### src/pkg/info_query_pkg.sv
package info_query_pkg;

   // Command opcodes and modes
   localparam logic [7:0]  OP_INFO        = 8'h30;
   localparam logic [7:0]  OP_LOCK        = 8'h17;
   localparam logic [7:0]  MODE_REVISION  = 8'h00;
   localparam logic [7:0]  MODE_KEY_CHECK = 8'h01;
   localparam logic [7:0]  MODE_STATE     = 8'h02;
   localparam logic [7:0]  MODE_GPIO      = 8'h03;
   localparam logic [7:0]  MODE_LATCH     = 8'h04;

   // Parameter words
   localparam logic [15:0] PARAM_ZERO     = 16'h0000;
   localparam logic [15:0] PARAM_GPIO_LOW = 16'h0002;
   localparam logic [15:0] PARAM_GPIO_HI  = 16'h0003;

   // Slot-lock mode layout: 8'b00ssss10
   localparam int          LOCK_SLOT_LSB  = 2;
   localparam logic [1:0]  LOCK_MODE_TAG  = 2'h2;
   localparam logic [1:0]  LOCK_MODE_TOP  = 2'h0;

   // Status byte 0 field positions
   localparam int          SB0_NO_AUTH    = 7;
   localparam int          SB0_KEYGEN     = 6;
   localparam int          SB0_DIGEST     = 5;
   localparam int          SB0_SOURCE     = 4;
   // Status byte 1 field positions
   localparam int          SB1_VALID      = 7;
   localparam int          SB1_AUTH_LSB   = 3;
   localparam int          SB1_AUTH_OK    = 2;
   localparam logic [1:0]  SB1_UNUSED     = 2'h0;

   // Response sizes and codes
   localparam logic [2:0]  RSP_LEN_WORD   = 3'h4;
   localparam logic [2:0]  RSP_LEN_BYTE   = 3'h1;
   localparam logic [7:0]  RSP_OK_BYTE    = 8'h00;
   localparam logic [7:0]  ERR_PARSE      = 8'h03;
   localparam logic [7:0]  ERR_EXEC       = 8'h0F;

   // Register offsets
   localparam logic [7:0]  REG_CONFIG     = 8'h00;
   localparam logic [7:0]  REG_LOCKABLE   = 8'h04;
   localparam logic [7:0]  REG_STATUS     = 8'h08;

   // CONFIG fields and reset values
   localparam int          CFG_SINGLE_WIRE = 0;
   localparam int          CFG_BOOT_EN     = 1;
   localparam logic [1:0]  CONFIG_RESET    = 2'h3;
   localparam logic [15:0] LOCKABLE_RESET  = 16'hBD7C;

   // STATUS fields
   localparam int          ST_GPIO        = 0;
   localparam int          ST_LATCH       = 1;
   localparam int          ST_LOCKED_LSB  = 16;

endpackage

### src/hdl/info_query_command_handler.sv
// How it works
// - Mode 0x01 returns word 1 when parameter's slot holds valid ECC key, else 0.
// - Mode 0x02 with zero parameter returns zero, zero, status byte 1, byte 0.
// - Status byte 0 bits 7,6,5 are the three scratch-buffer validity flags.
// - Status byte 0 bit 4 is scratch source, bits 3:0 its slot.
// - Status byte 1: valid bit 7, auth slot 6:3, auth ok bit 2, zeros.
// - Mode 0x03 parameter 2 drives output low, parameter 3 drives it high.
// - The general-purpose output comes out of reset low.
// - Output writes are refused unless the single-wire variant is configured.
// - Good output write echoes the level in a word; failure gives one error byte.
// - Mode 0x04 returns word 1 when latch is set and boot check enabled, else 0; errors one byte.
// - Latch sets only on successful boot check, enabled; it authorizes slot 0.
// - Configuration is write-any; slots stay writable until individually locked.
// - Opcode 0x17 locks a lockable, unlocked slot until reset; else error.
`timescale 1ns/1ps
module info_query_command_handler #(
   parameter int          SLOTS      = 16,
   parameter logic [15:0] REVISION_ID = 16'h0001  // Arbitrary value
) (
   input  wire logic             sys_clk,
   input  wire logic             nrst,
   // Command port
   input  wire logic             cmdValid,
   input  wire logic [7:0]       cmdOpcode,
   input  wire logic [7:0]       cmdMode,
   input  wire logic [15:0]      cmdParam,
   output logic                  rspValid,
   output logic [2:0]            rspLen,
   output logic [31:0]           rspData,
   // Device state seen by the query
   input  wire logic [SLOTS-1:0] eccKeyValid,
   input  wire logic             scratchNoAuthCodeFlag,
   input  wire logic             scratchKeygenDataFlag,
   input  wire logic             scratchDigestDataFlag,
   input  wire logic             scratchSourceFlag,
   input  wire logic [3:0]       scratchSlotId,
   input  wire logic             scratchValidFlag,
   input  wire logic [3:0]       authorizingSlotId,
   input  wire logic             authorizationValidFlag,
   input  wire logic             bootVerifyOk,
   // Outputs to the rest of the device
   output logic                  gpioOut,
   output logic                  primaryKeyAuthorized,
   output logic [SLOTS-1:0]      slotWriteAllow,
   // Register port
   input  wire logic [7:0]       regAddr,
   input  wire logic [31:0]      regWdata,
   input  wire logic             regWr,
   input  wire logic             regRd,
   output logic [31:0]           regRdata
);

   // Configuration and lockable mask
   logic [1:0]       config_r;
   logic [1:0]       config_nxt;
   logic [SLOTS-1:0] lockable_r;
   logic [SLOTS-1:0] lockable_nxt;
   logic [31:0]      regRdata_r;
   logic [31:0]      regRdata_nxt;

   // Command state
   logic             rspValid_r;
   logic             rspValid_nxt;
   logic [2:0]       rspLen_r;
   logic [2:0]       rspLen_nxt;
   logic [31:0]      rspData_r;
   logic [31:0]      rspData_nxt;
   logic             gpio_r;
   logic             gpio_nxt;
   logic             latch_r;
   logic             latch_nxt;

   logic             singleWire;
   logic             bootEn;
   logic [7:0]       statusByte0;
   logic [7:0]       statusByte1;
   logic             keyHit;
   logic             lockReq;
   logic             lockOk;
   logic [SLOTS-1:0] locked;
   logic             isInfo;
   logic             isLockCmd;

   assign singleWire = config_r[info_query_pkg::CFG_SINGLE_WIRE];
   assign bootEn     = config_r[info_query_pkg::CFG_BOOT_EN];
   assign keyHit     = eccKeyValid[cmdParam[3:0]];
   assign isInfo     = cmdValid && (cmdOpcode == info_query_pkg::OP_INFO);
   assign isLockCmd  = cmdValid && (cmdOpcode == info_query_pkg::OP_LOCK);
   // Decoded outside the command process so the bank's answer never loops back into it
   assign lockReq    = isLockCmd &&
                       cmdMode[7:6] == info_query_pkg::LOCK_MODE_TOP &&
                       cmdMode[1:0] == info_query_pkg::LOCK_MODE_TAG &&
                       cmdParam == info_query_pkg::PARAM_ZERO;

   // Packed device-state bytes
   always_comb begin
      statusByte0 = '0;
      statusByte0[info_query_pkg::SB0_NO_AUTH] = scratchNoAuthCodeFlag;
      statusByte0[info_query_pkg::SB0_KEYGEN]  = scratchKeygenDataFlag;
      statusByte0[info_query_pkg::SB0_DIGEST]  = scratchDigestDataFlag;
      statusByte0[info_query_pkg::SB0_SOURCE]  = scratchSourceFlag;
      statusByte0[3:0]                         = scratchSlotId;
      statusByte1 = '0;
      statusByte1[info_query_pkg::SB1_VALID]   = scratchValidFlag;
      statusByte1[info_query_pkg::SB1_AUTH_LSB +: 4] = authorizingSlotId;
      statusByte1[info_query_pkg::SB1_AUTH_OK] = authorizationValidFlag;
      statusByte1[1:0] = info_query_pkg::SB1_UNUSED;
   end

   slot_lock_bank #(
      .SLOTS    (SLOTS)
   ) u_locks (
      .sys_clk  (sys_clk),
      .nrst     (nrst),
      .lockReq  (lockReq),
      .lockSlot (cmdMode[info_query_pkg::LOCK_SLOT_LSB +: 4]),
      .lockable (lockable_r),
      .lockOk   (lockOk),
      .locked   (locked)
   );

   // Command decode; gpio moves only on a fully accepted command, the latch on any enabled boot check
   always_comb begin
      rspValid_nxt = cmdValid;
      rspLen_nxt   = rspLen_r;
      rspData_nxt  = rspData_r;
      gpio_nxt     = gpio_r;
      latch_nxt    = latch_r | (bootVerifyOk & bootEn);
      if (cmdValid) begin
         rspLen_nxt  = info_query_pkg::RSP_LEN_BYTE;
         rspData_nxt = {24'h000000, info_query_pkg::ERR_PARSE};
      end
      if (isInfo) begin
         case (cmdMode)
            info_query_pkg::MODE_REVISION: begin
               if (cmdParam == info_query_pkg::PARAM_ZERO) begin
                  rspLen_nxt  = info_query_pkg::RSP_LEN_WORD;
                  rspData_nxt = {16'h0000, REVISION_ID};
               end
            end
            info_query_pkg::MODE_KEY_CHECK: begin
               if (cmdParam[15:4] == 12'h000) begin
                  rspLen_nxt  = info_query_pkg::RSP_LEN_WORD;
                  rspData_nxt = {31'h00000000, keyHit};
               end
            end
            info_query_pkg::MODE_STATE: begin
               if (cmdParam == info_query_pkg::PARAM_ZERO) begin
                  rspLen_nxt  = info_query_pkg::RSP_LEN_WORD;
                  rspData_nxt = {16'h0000, statusByte1, statusByte0};
               end
            end
            info_query_pkg::MODE_GPIO: begin
               if (!singleWire) begin
                  rspData_nxt = {24'h000000, info_query_pkg::ERR_EXEC};
               end else if (cmdParam == info_query_pkg::PARAM_GPIO_LOW ||
                            cmdParam == info_query_pkg::PARAM_GPIO_HI) begin
                  gpio_nxt    = cmdParam[0];
                  rspLen_nxt  = info_query_pkg::RSP_LEN_WORD;
                  rspData_nxt = {31'h00000000, cmdParam[0]};
               end
            end
            info_query_pkg::MODE_LATCH: begin
               if (cmdParam == info_query_pkg::PARAM_ZERO) begin
                  rspLen_nxt  = info_query_pkg::RSP_LEN_WORD;
                  rspData_nxt = {31'h00000000, latch_r & bootEn};
               end
            end
            default: begin
               rspLen_nxt = info_query_pkg::RSP_LEN_BYTE;
            end
         endcase
      end
      if (lockReq) begin
         rspData_nxt = lockOk ? {24'h000000, info_query_pkg::RSP_OK_BYTE}
                              : {24'h000000, info_query_pkg::ERR_EXEC};
      end
   end

   always_ff @(posedge sys_clk) begin
      if (!nrst) begin
         rspValid_r <= 1'b0;
         rspLen_r   <= info_query_pkg::RSP_LEN_BYTE;
         rspData_r  <= '0;
         gpio_r     <= 1'b0;
         latch_r    <= 1'b0;
      end else begin
         rspValid_r <= rspValid_nxt;
         rspLen_r   <= rspLen_nxt;
         rspData_r  <= rspData_nxt;
         gpio_r     <= gpio_nxt;
         latch_r    <= latch_nxt;
      end
   end

   // Register port; configuration is write-any, but a locked slot stays locked
   always_comb begin
      config_nxt   = config_r;
      lockable_nxt = lockable_r;
      regRdata_nxt = '0;
      if (regWr) begin
         case (regAddr)
            info_query_pkg::REG_CONFIG:   config_nxt   = regWdata[1:0];
            info_query_pkg::REG_LOCKABLE: lockable_nxt = regWdata[SLOTS-1:0];
            default: ;
         endcase
      end
      if (regRd) begin
         case (regAddr)
            info_query_pkg::REG_CONFIG:   regRdata_nxt[1:0] = config_r;
            info_query_pkg::REG_LOCKABLE: regRdata_nxt[SLOTS-1:0] = lockable_r;
            info_query_pkg::REG_STATUS: begin
               regRdata_nxt[info_query_pkg::ST_GPIO]  = gpio_r;
               regRdata_nxt[info_query_pkg::ST_LATCH] = latch_r;
               regRdata_nxt[info_query_pkg::ST_LOCKED_LSB +: SLOTS] = locked;
            end
            default: regRdata_nxt = '0;
         endcase
      end
   end

   always_ff @(posedge sys_clk) begin
      if (!nrst) begin
         config_r   <= info_query_pkg::CONFIG_RESET;
         lockable_r <= info_query_pkg::LOCKABLE_RESET[SLOTS-1:0];
         regRdata_r <= '0;
      end else begin
         config_r   <= config_nxt;
         lockable_r <= lockable_nxt;
         regRdata_r <= regRdata_nxt;
      end
   end

   assign rspValid             = rspValid_r;
   assign rspLen               = rspLen_r;
   assign rspData              = rspData_r;
   assign gpioOut              = gpio_r;
   assign regRdata             = regRdata_r;
   // Slot 0 is authorized only through a completed boot check
   assign primaryKeyAuthorized = latch_r & bootEn;
   // Access policies are fixed; only the per-slot lock removes write access
   assign slotWriteAllow       = ~locked;

   a_gpio_reset_low: assert property (@(posedge sys_clk)
      !nrst |=> !gpioOut)
      else $error("gpio not low after reset");

   a_gpio_i2c_hold: assert property (@(posedge sys_clk) disable iff (!nrst)
      (isInfo && cmdMode == info_query_pkg::MODE_GPIO && !singleWire)
      |=> $stable(gpioOut) && rspLen == info_query_pkg::RSP_LEN_BYTE)
      else $error("gpio write acted on two-wire variant");

   a_gpio_echo_high: assert property (@(posedge sys_clk) disable iff (!nrst)
      (isInfo && cmdMode == info_query_pkg::MODE_GPIO && singleWire &&
       cmdParam == info_query_pkg::PARAM_GPIO_HI)
      |=> gpioOut && rspValid && rspData == 32'h00000001 &&
          rspLen == info_query_pkg::RSP_LEN_WORD)
      else $error("gpio high write not echoed");

   a_key_check_word: assert property (@(posedge sys_clk) disable iff (!nrst)
      (isInfo && cmdMode == info_query_pkg::MODE_KEY_CHECK && cmdParam[15:4] == 12'h000)
      |=> rspValid && rspLen == info_query_pkg::RSP_LEN_WORD &&
          rspData == {31'h00000000, $past(keyHit)})
      else $error("key check answer wrong");

   a_state_word: assert property (@(posedge sys_clk) disable iff (!nrst)
      (isInfo && cmdMode == info_query_pkg::MODE_STATE &&
       cmdParam == info_query_pkg::PARAM_ZERO)
      |=> rspValid && rspLen == info_query_pkg::RSP_LEN_WORD &&
          rspData[31:16] == 16'h0000 && rspData[9:8] == 2'h0 &&
          rspData[15:8] == $past({scratchValidFlag, authorizingSlotId,
                                  authorizationValidFlag, 2'b00}) &&
          rspData[7:0] == $past({scratchNoAuthCodeFlag, scratchKeygenDataFlag,
                                 scratchDigestDataFlag, scratchSourceFlag, scratchSlotId}))
      else $error("device state word wrong");

   a_latch_read: assert property (@(posedge sys_clk) disable iff (!nrst)
      (isInfo && cmdMode == info_query_pkg::MODE_LATCH &&
       cmdParam == info_query_pkg::PARAM_ZERO)
      |=> rspLen == info_query_pkg::RSP_LEN_WORD &&
          rspData == {31'h00000000, $past(primaryKeyAuthorized)})
      else $error("latch read wrong");

   a_bad_mode_quiet: assert property (@(posedge sys_clk) disable iff (!nrst)
      (isInfo && cmdMode > info_query_pkg::MODE_LATCH)
      |=> rspValid && rspLen == info_query_pkg::RSP_LEN_BYTE && $stable(gpioOut) &&
          $stable(locked))
      else $error("unsupported mode not refused");

   a_lock_refused: assert property (@(posedge sys_clk) disable iff (!nrst)
      (lockReq && !lockOk)
      |=> rspLen == info_query_pkg::RSP_LEN_BYTE && rspData[7:0] != 8'h00 &&
          $stable(locked))
      else $error("illegal slot lock not refused");

   a_gpio_echo_low: assert property (@(posedge sys_clk) disable iff (!nrst)
      (isInfo && cmdMode == info_query_pkg::MODE_GPIO && singleWire &&
       cmdParam == info_query_pkg::PARAM_GPIO_LOW)
      |=> !gpioOut && rspValid && rspLen == info_query_pkg::RSP_LEN_WORD &&
          rspData == 32'h00000000)
      else $error("gpio low write not echoed");

   a_lock_taken: assert property (@(posedge sys_clk) disable iff (!nrst)
      lockOk
      |=> rspValid && rspLen == info_query_pkg::RSP_LEN_BYTE &&
          rspData == 32'h00000000 && locked != $past(locked))
      else $error("legal slot lock not taken");

   a_bad_opcode_error: assert property (@(posedge sys_clk) disable iff (!nrst)
      (cmdValid && cmdOpcode != info_query_pkg::OP_INFO &&
       cmdOpcode != info_query_pkg::OP_LOCK)
      |=> rspValid && rspLen == info_query_pkg::RSP_LEN_BYTE &&
          rspData == {24'h000000, info_query_pkg::ERR_PARSE} && $stable(gpioOut))
      else $error("unknown opcode not refused");

endmodule // info_query_command_handler

### src/hdl/slot_lock_bank.sv
`timescale 1ns/1ps
module slot_lock_bank #(
   parameter int SLOTS = 16
) (
   input  wire logic                     sys_clk,
   input  wire logic                     nrst,
   input  wire logic                     lockReq,
   input  wire logic [$clog2(SLOTS)-1:0] lockSlot,
   input  wire logic [SLOTS-1:0]         lockable,
   output logic                          lockOk,
   output logic [SLOTS-1:0]              locked
);
   logic [SLOTS-1:0] locked_r;
   logic [SLOTS-1:0] locked_nxt;

   always_comb begin
      lockOk     = lockReq && lockable[lockSlot] && !locked_r[lockSlot];
      locked_nxt = locked_r;
      if (lockOk) begin
         locked_nxt[lockSlot] = 1'b1;
      end
   end

   always_ff @(posedge sys_clk) begin
      if (!nrst) begin
         locked_r <= '0;
      end else begin
         locked_r <= locked_nxt;
      end
   end

   assign locked = locked_r;

   // A lock is undone only by reset
   a_lock_permanent: assert property (@(posedge sys_clk) disable iff (!nrst)
      ($past(locked_r) & ~locked_r) == '0)
      else $error("slot lock bit cleared");

endmodule // slot_lock_bank

### config.mk
export PLATFORM = sky130hd
export DESIGN_NAME = info_query_command_handler
export DESIGN_NICKNAME = d
export VERILOG_FILES = /design/src/pkg/info_query_pkg.sv /design/src/hdl/info_query_command_handler.sv /design/src/hdl/slot_lock_bank.sv
export SDC_FILE = /design/constraint.sdc
export NUM_CORES = 1
export LEC_CHECK = 0
export BUFFER_PORTS_ARGS = -buffer_cell sky130_fd_sc_hd__buf_2
export CAP_MARGIN = 20
export CORE_MARGIN = 2
export CORE_UTILIZATION = 40
export CTS_BUF_LIST = sky130_fd_sc_hd__clkbuf_4
export DETAILED_ROUTE_END_ITERATION = 10
export PLACE_DENSITY = 0.7
export SLEW_MARGIN = 20
export SYNTH_ARGS = -nofsm -noshare
export SYNTH_HDL_FRONTEND = slang
export SYNTH_SLANG_ARGS = --single-unit
### constraint.sdc
create_clock -name sys_clk -period 2.6 [get_ports sys_clk]
set_input_delay 0.39 -clock sys_clk [delete_from_list [all_inputs] [get_ports sys_clk]]
set_output_delay 0.39 -clock sys_clk [all_outputs]
set_load 0.005 [all_outputs]
Word-level counts from Yosys, hierarchy flattened

Cells that the tools add are included.
W data, S select, Z words.

Bits in registers: 104
Bits of input ports: 108
Output and inout port bits: 86

$lt $le $gt $ge: 3
Equal/unequal tests: 11
Muxes and demuxes: 27
Bitwise logic cells: 5
Reductions and logical operators: 22

Operator list:

| cell                  | number |
|---|---|
| $mux W32              | 9 |
| $pmux W32 S5          | 1 |
| $eq A16 B2 Y1 const B | 2 |
| $mux W3               | 6 |
| $eq A8 B2 Y1 const B  | 2 |
| $eq A8 B3 Y1 const B  | 2 |
| $logic_not A16 Y1     | 1 |
| $logic_not A8 Y1      | 2 |
| $not A16 Y16          | 1 |
| $or A16 B16 Y16       | 1 |
| $bmux W1 S4           | 3 |
| $logic_not A12 Y1     | 1 |
| $lt A4 B5 Y1 const B  | 2 |
| $pmux W3 S3           | 1 |
| $eq A8 B1 Y1 const B  | 1 |
| $eq A8 B4 Y1 const B  | 1 |
| $eq A8 B5 Y1 const B  | 1 |
| $eq A8 B6 Y1 const B  | 1 |
| $logic_and A1 B1 Y1   | 8 |
| $pmux W2 S3           | 1 |
| $reduce_and A2 Y1     | 3 |
| $reduce_and A3 Y1     | 2 |
| $demux W1 S4          | 1 |
| $ge A4 B1 Y1 const B  | 1 |
| other kinds (10)      | 14 |

Logic depth before layout (Yosys ltp)

Word-level depth: 9
Gate-level depth with buffers: 7
Depth with buffers taken out: 5

Modules after synthesis

A second synthesis with hierarchy kept.

Cells, all modules: 453
Area, all modules: 4284.1 sq um

Modules (own cells, without submodules):

| module                     | instances | cells each | area an instance (sq um) | sequential area each (sq um) |
|---|---|---|---|---|
| info_query_command_handler | 1         | 345        | 3377.0                   | 1761.7 |
| slot_lock_bank             | 1         | 108        | 907.1                    | 320.3 |

Worst setup path after synthesis

No wires, ideal clock.

Kind: input to register
Start point: input cmdMode[0]
End point: register u_locks.locked_r[5] (netlist: u_locks.locked[5])
Library setup time: 0.070 ns
Data arrival time: 1.947 ns
Data required time: 2.530 ns
Path slack: 0.583 ns
Stages on the path: 6
Path buffers: 1
Path through: buf_6 -> nor4b_4 -> nand4_2 -> or3_4 -> or4_1 -> a21oi_1

Cells in the longest elaborated chain, start to end: 5

Ends and longest elaborated chain:

| element                           | line                             | source |
|---|---|---|
| from (decl)                       | info_query_command_handler.sv:25 | `input wire logic [7:0] cmdMode,` |
| $eq A2 B2 Y1                      | info_query_command_handler.sv:92 | `cmdMode[1:0] == info_query_pkg::LOCK_MODE_TAG &&` |
| $logic_and A1 B1 Y1               | info_query_command_handler.sv:91 | `cmdMode[7:6] == info_query_pkg::LOCK_MODE_TOP &&` |
| $logic_and A1 B1 Y1               | info_query_command_handler.sv:92 |  |
| $logic_and A1 B1 Y1 (2 in series) | slot_lock_bank.sv:17             | `lockOk = lockReq && lockable[lockSlot] && !locked_r[lockSlot];` |
| to (signal assigned)              | slot_lock_bank.sv:28             | `locked_r <= locked_nxt;` |
| to (decl)                         | slot_lock_bank.sv:13             | `logic [SLOTS-1:0] locked_r;` |

No other way between the ends.
A chain may end at the register's enable or synchronous reset.

Worst setup path after layout

Start point: register lockable_r[9]
End point: register rspData_r[0] (netlist: rspData[0])

Cells in the longest elaborated chain, start to end: 6

Ends and longest elaborated chain:

| element                           | line                              | source |
|---|---|---|
| from (decl)                       | info_query_command_handler.sv:56  | `logic [SLOTS-1:0] lockable_r;` |
| from (signal assigned)            | info_query_command_handler.sv:225 | `lockable_r <= info_query_pkg::LOCKABLE_RESET[SLOTS-1:0];` |
| from (signal assigned)            | info_query_command_handler.sv:229 | `lockable_r <= lockable_nxt;` |
| $bmux W1 S4                       | slot_lock_bank.sv:17              |  |
| $mux W1 (implied by the code)     | slot_lock_bank.sv:17              |  |
| $logic_and A1 B1 Y1 (2 in series) | slot_lock_bank.sv:17              |  |
| $mux W4                           | info_query_command_handler.sv:175 | `rspData_nxt = lockOk ? {24'h000000, info_query_pkg::RSP_OK_BYTE}` |
| $mux W32                          | info_query_command_handler.sv:174 | `if (lockReq) begin` |
| to (signal assigned)              | info_query_command_handler.sv:190 | `rspData_r <= rspData_nxt;` |
| to (decl)                         | info_query_command_handler.sv:66  | `logic [31:0] rspData_r;` |

No other way between the ends. The select of a mux whose other input is x is not followed.

==> summary.md <==
| Metric | Value |
|---|---|
| Worst-path fanout max | `3` |
| Share of layout cells above drive strength 1 | `0.373` |
| IO Count | `194` |
| Initial antenna violation count | `1` |
| Fin util | `0.526` |
| Largest net degree at the start of global routing | `30` |
| Post-CTS sizing | `0` |
| Share of the synthesized area in the top cell type | `0.482` |
| Most common cell after layout, fill and taps aside | `buf_2` |
| Initial drt markers | `177` |
| Pre-CTS setup slack | `0.281 ns` |
| Mapped Area | `4320 um^2` |
| Skew final | `0.0152 ns` |
| Gpl congestion | `0.895` |
| Vias in the first global route | `3489` |
| F_max | `0.520 GHz` |
| Share of the cycle needed by the critical path after routing | `0.740` |
| First-pass GRT wire length | `16900 um` |
| Total gr overflow | `0` |
| WS Path Type | `reg2reg` |
| Final Hold Viols | `0` |
| Synth warn | `0` |
| FFs w/ async S/R, synth | `0` |
| DP Area | `5340 um^2` |
| Clock buffer depth | `2` |
| Post-synthesis compound-gate area fraction | `0.0999` |
| Synth area leader | `dfxtp_1` |
| Total of max-cap violations | `0` |
| CP startpoint kind | `register` |
| Critical path, cell by cell | `nor2b_1, mux4_2, or3b_1, a41o_1, a41oi_1` |
| CTS sink cnt | `104` |
| Min-Delay Path Class | `in2reg` |
| DR DRC count | `0` |
| Total track usage | `0.187` |
| Die Height | `108 um` |
| Final net count | `714` |
| WP buf/inv | `0` |
| I/O Buffers | `177` |
| Worst VDD drop | `0.196 mV` |
| Hpwl dp | `8540 um` |
| Largest family of logic cells by synthesized area | `simple AND/OR/NAND/NOR gates` |
| Hold bufs inserted after CTS | `0` |
| Vias | `3736` |
| Slew at the pin closest to its max-slew limit | `0.538 ns` |
| Critical path endpoint category | `register` |
| Status | `finished clean` |
| Finished Cell Area | `5480 um^2` |
| Syn_nets | `536` |
| Initial Util | `0.415` |
| Antenna Nets Post-Route | `0` |
| CTS tree | `done` |
| Lkg Pwr | `2.57 nW` |
| Core area | `10400 um^2` |
| Adder-Cell Fraction of Synth Area | `0` |
| Max Slew Vio Count | `0` |
| Die Footprint | `11700 um^2` |
| Crit path max-delay cell type | `mux4_2` |
| Post-synthesis simple-gate area fraction | `0.277` |
| Setup repair bufs after CTS | `0` |
| Seq/Total Area, Yosys | `0.482` |
| Most frequent cells in the layout | `buf_2, dfxtp_1, and2_1` |
| Clk_lat worst skew | `0.44 ns` |
| Final total power | `2.61 mW` |
| XOR/XNOR Fraction of Synth Area | `0` |
| PD cells | `477 nW/um^2` |
| Number of synthesized flops with an enable pin | `0` |
| Ys flop type | `dfxtp_1` |
| Clk slew on worst S/H paths | `0.15 ns` |
| Cells after synthesis | `428` |
| WL/cell | `14.6 um` |
| Minimum clock period | `1.92 ns` |
| Final Setup Violations | `0` |
| DP Cell Count | `731` |
| Post-synthesis mux area share | `0.0944` |
| CP Data Required Time | `2.96 ns` |
| # H-tree levels | `3` |
| Layout Cells excl Fill | `749` |
| Synth top area cells | `dfxtp_1, and2_1, mux2i_1` |
| Critical path's largest stage delay | `0.49 ns` |
| Unrepaired setup endpoints after global routing | `false` |
| Post-synthesis average cell area | `10.1 um^2` |
| Routed wire length | `10900 um` |
| Worst EP arrival | `2.28 ns` |
| Row Count | `37` |
| Worst relative slew slack | `0.636` |
| Final setup margin | `0.676 ns` |
| WHS | `0.150 ns` |
| Drt pass-1 iters | `4` |
| Num CTS Buffers | `9` |
| Delay-heaviest family, CP | `simple AND/OR/NAND/NOR gates` |
| DIE WIDTH | `108 um` |
| Area growth syn-to-layout | `26.7%` |
| CTS root buffer | `clkbuf_4` |
| Vias per cell | `4.99` |
| Fin Setup TNS | `0 ns` |
| Synthesis-stage register bit count | `104` |
| Netlist cell types | `58` |
-- path summary, 6_finish.rpt --
check	from	end	slack, ns	cells past startpoint
worst max-delay path	lockable_r[9]	rspData[0]	0.68	5
worst max register to register	lockable_r[9]	rspData[0]	0.68	5
worst min-delay path	scratchValidFlag	rspData[15]	0.15	2
worst min register to register	rspData[26]	rspData[26]	0.47	1
-- layer usage --
metal / wire (um) / share of wire / track usage / vias up
met5: 0 / 0 / 0 / -
met3: 771 / 0.070 / 0.0476 / 14
met2: 5340 / 0.49 / 0.302 / 147
li1: - / - / - / 1857
met4: 192 / 0.018 / 0.0870 / 0
met1: 4640 / 0.42 / 0.235 / 1718
-- power breakdown --
part	internal, mW	switching [mW]
Combinational	0.101	0.116
Sequential	1.60	0.00264
Clock	0.302	0.494
Total	2.00	0.612
-- synthesized netlist by cell type, types with 4 or more instances --
library cell,n
a22o_1,10
inv_1,21
nand2_1,24
mux2i_1,25
a21oi_1,22
clkbuf_1,8
o211ai_1,4
nor4b_1,4
and2_1,53
mux4_2,7
nand4_1,5
nor2b_1,11
or3_1,4
buf_2,6
nand2b_1,16
dfxtp_1,104
nor2_1,20
nor4_4,4
nand3_1,19
o21ai_0,6
-- cell families (layout without fill, tap and decap cells) --
group	count (synthesis)	count (layout)
other	0	2
AOI/OAI and AO/OA	63	63
DFF	104	104
and+or+nand+nor	186	186
buffers and inverters	43	226
muxes	32	32
-- registers in the layout (all words and copies together) (netlist names) --
signal / cells
u_locks.locked: 16
config_r: 2
lockable_r: 16
rspLen: 3
gpioOut: 1
rspData: 32
latch_r: 1
rspValid: 1
regRdata: 32
-- layout make-up --
type | instances | area [um^2]
Clock buffer | 10 | 75.1
Clock inverter | 6 | 58.8
Sequential cell | 104 | 2080
Fill cell | 984 | 4940
Multi-Input combinational cell | 281 | 2040
Antenna cell | 2 | 5.00
Inverter | 23 | 86.3
Timing Repair Buffer | 187 | 961
Tap cell | 136 | 170
Power figures use the tool's default switching activity.
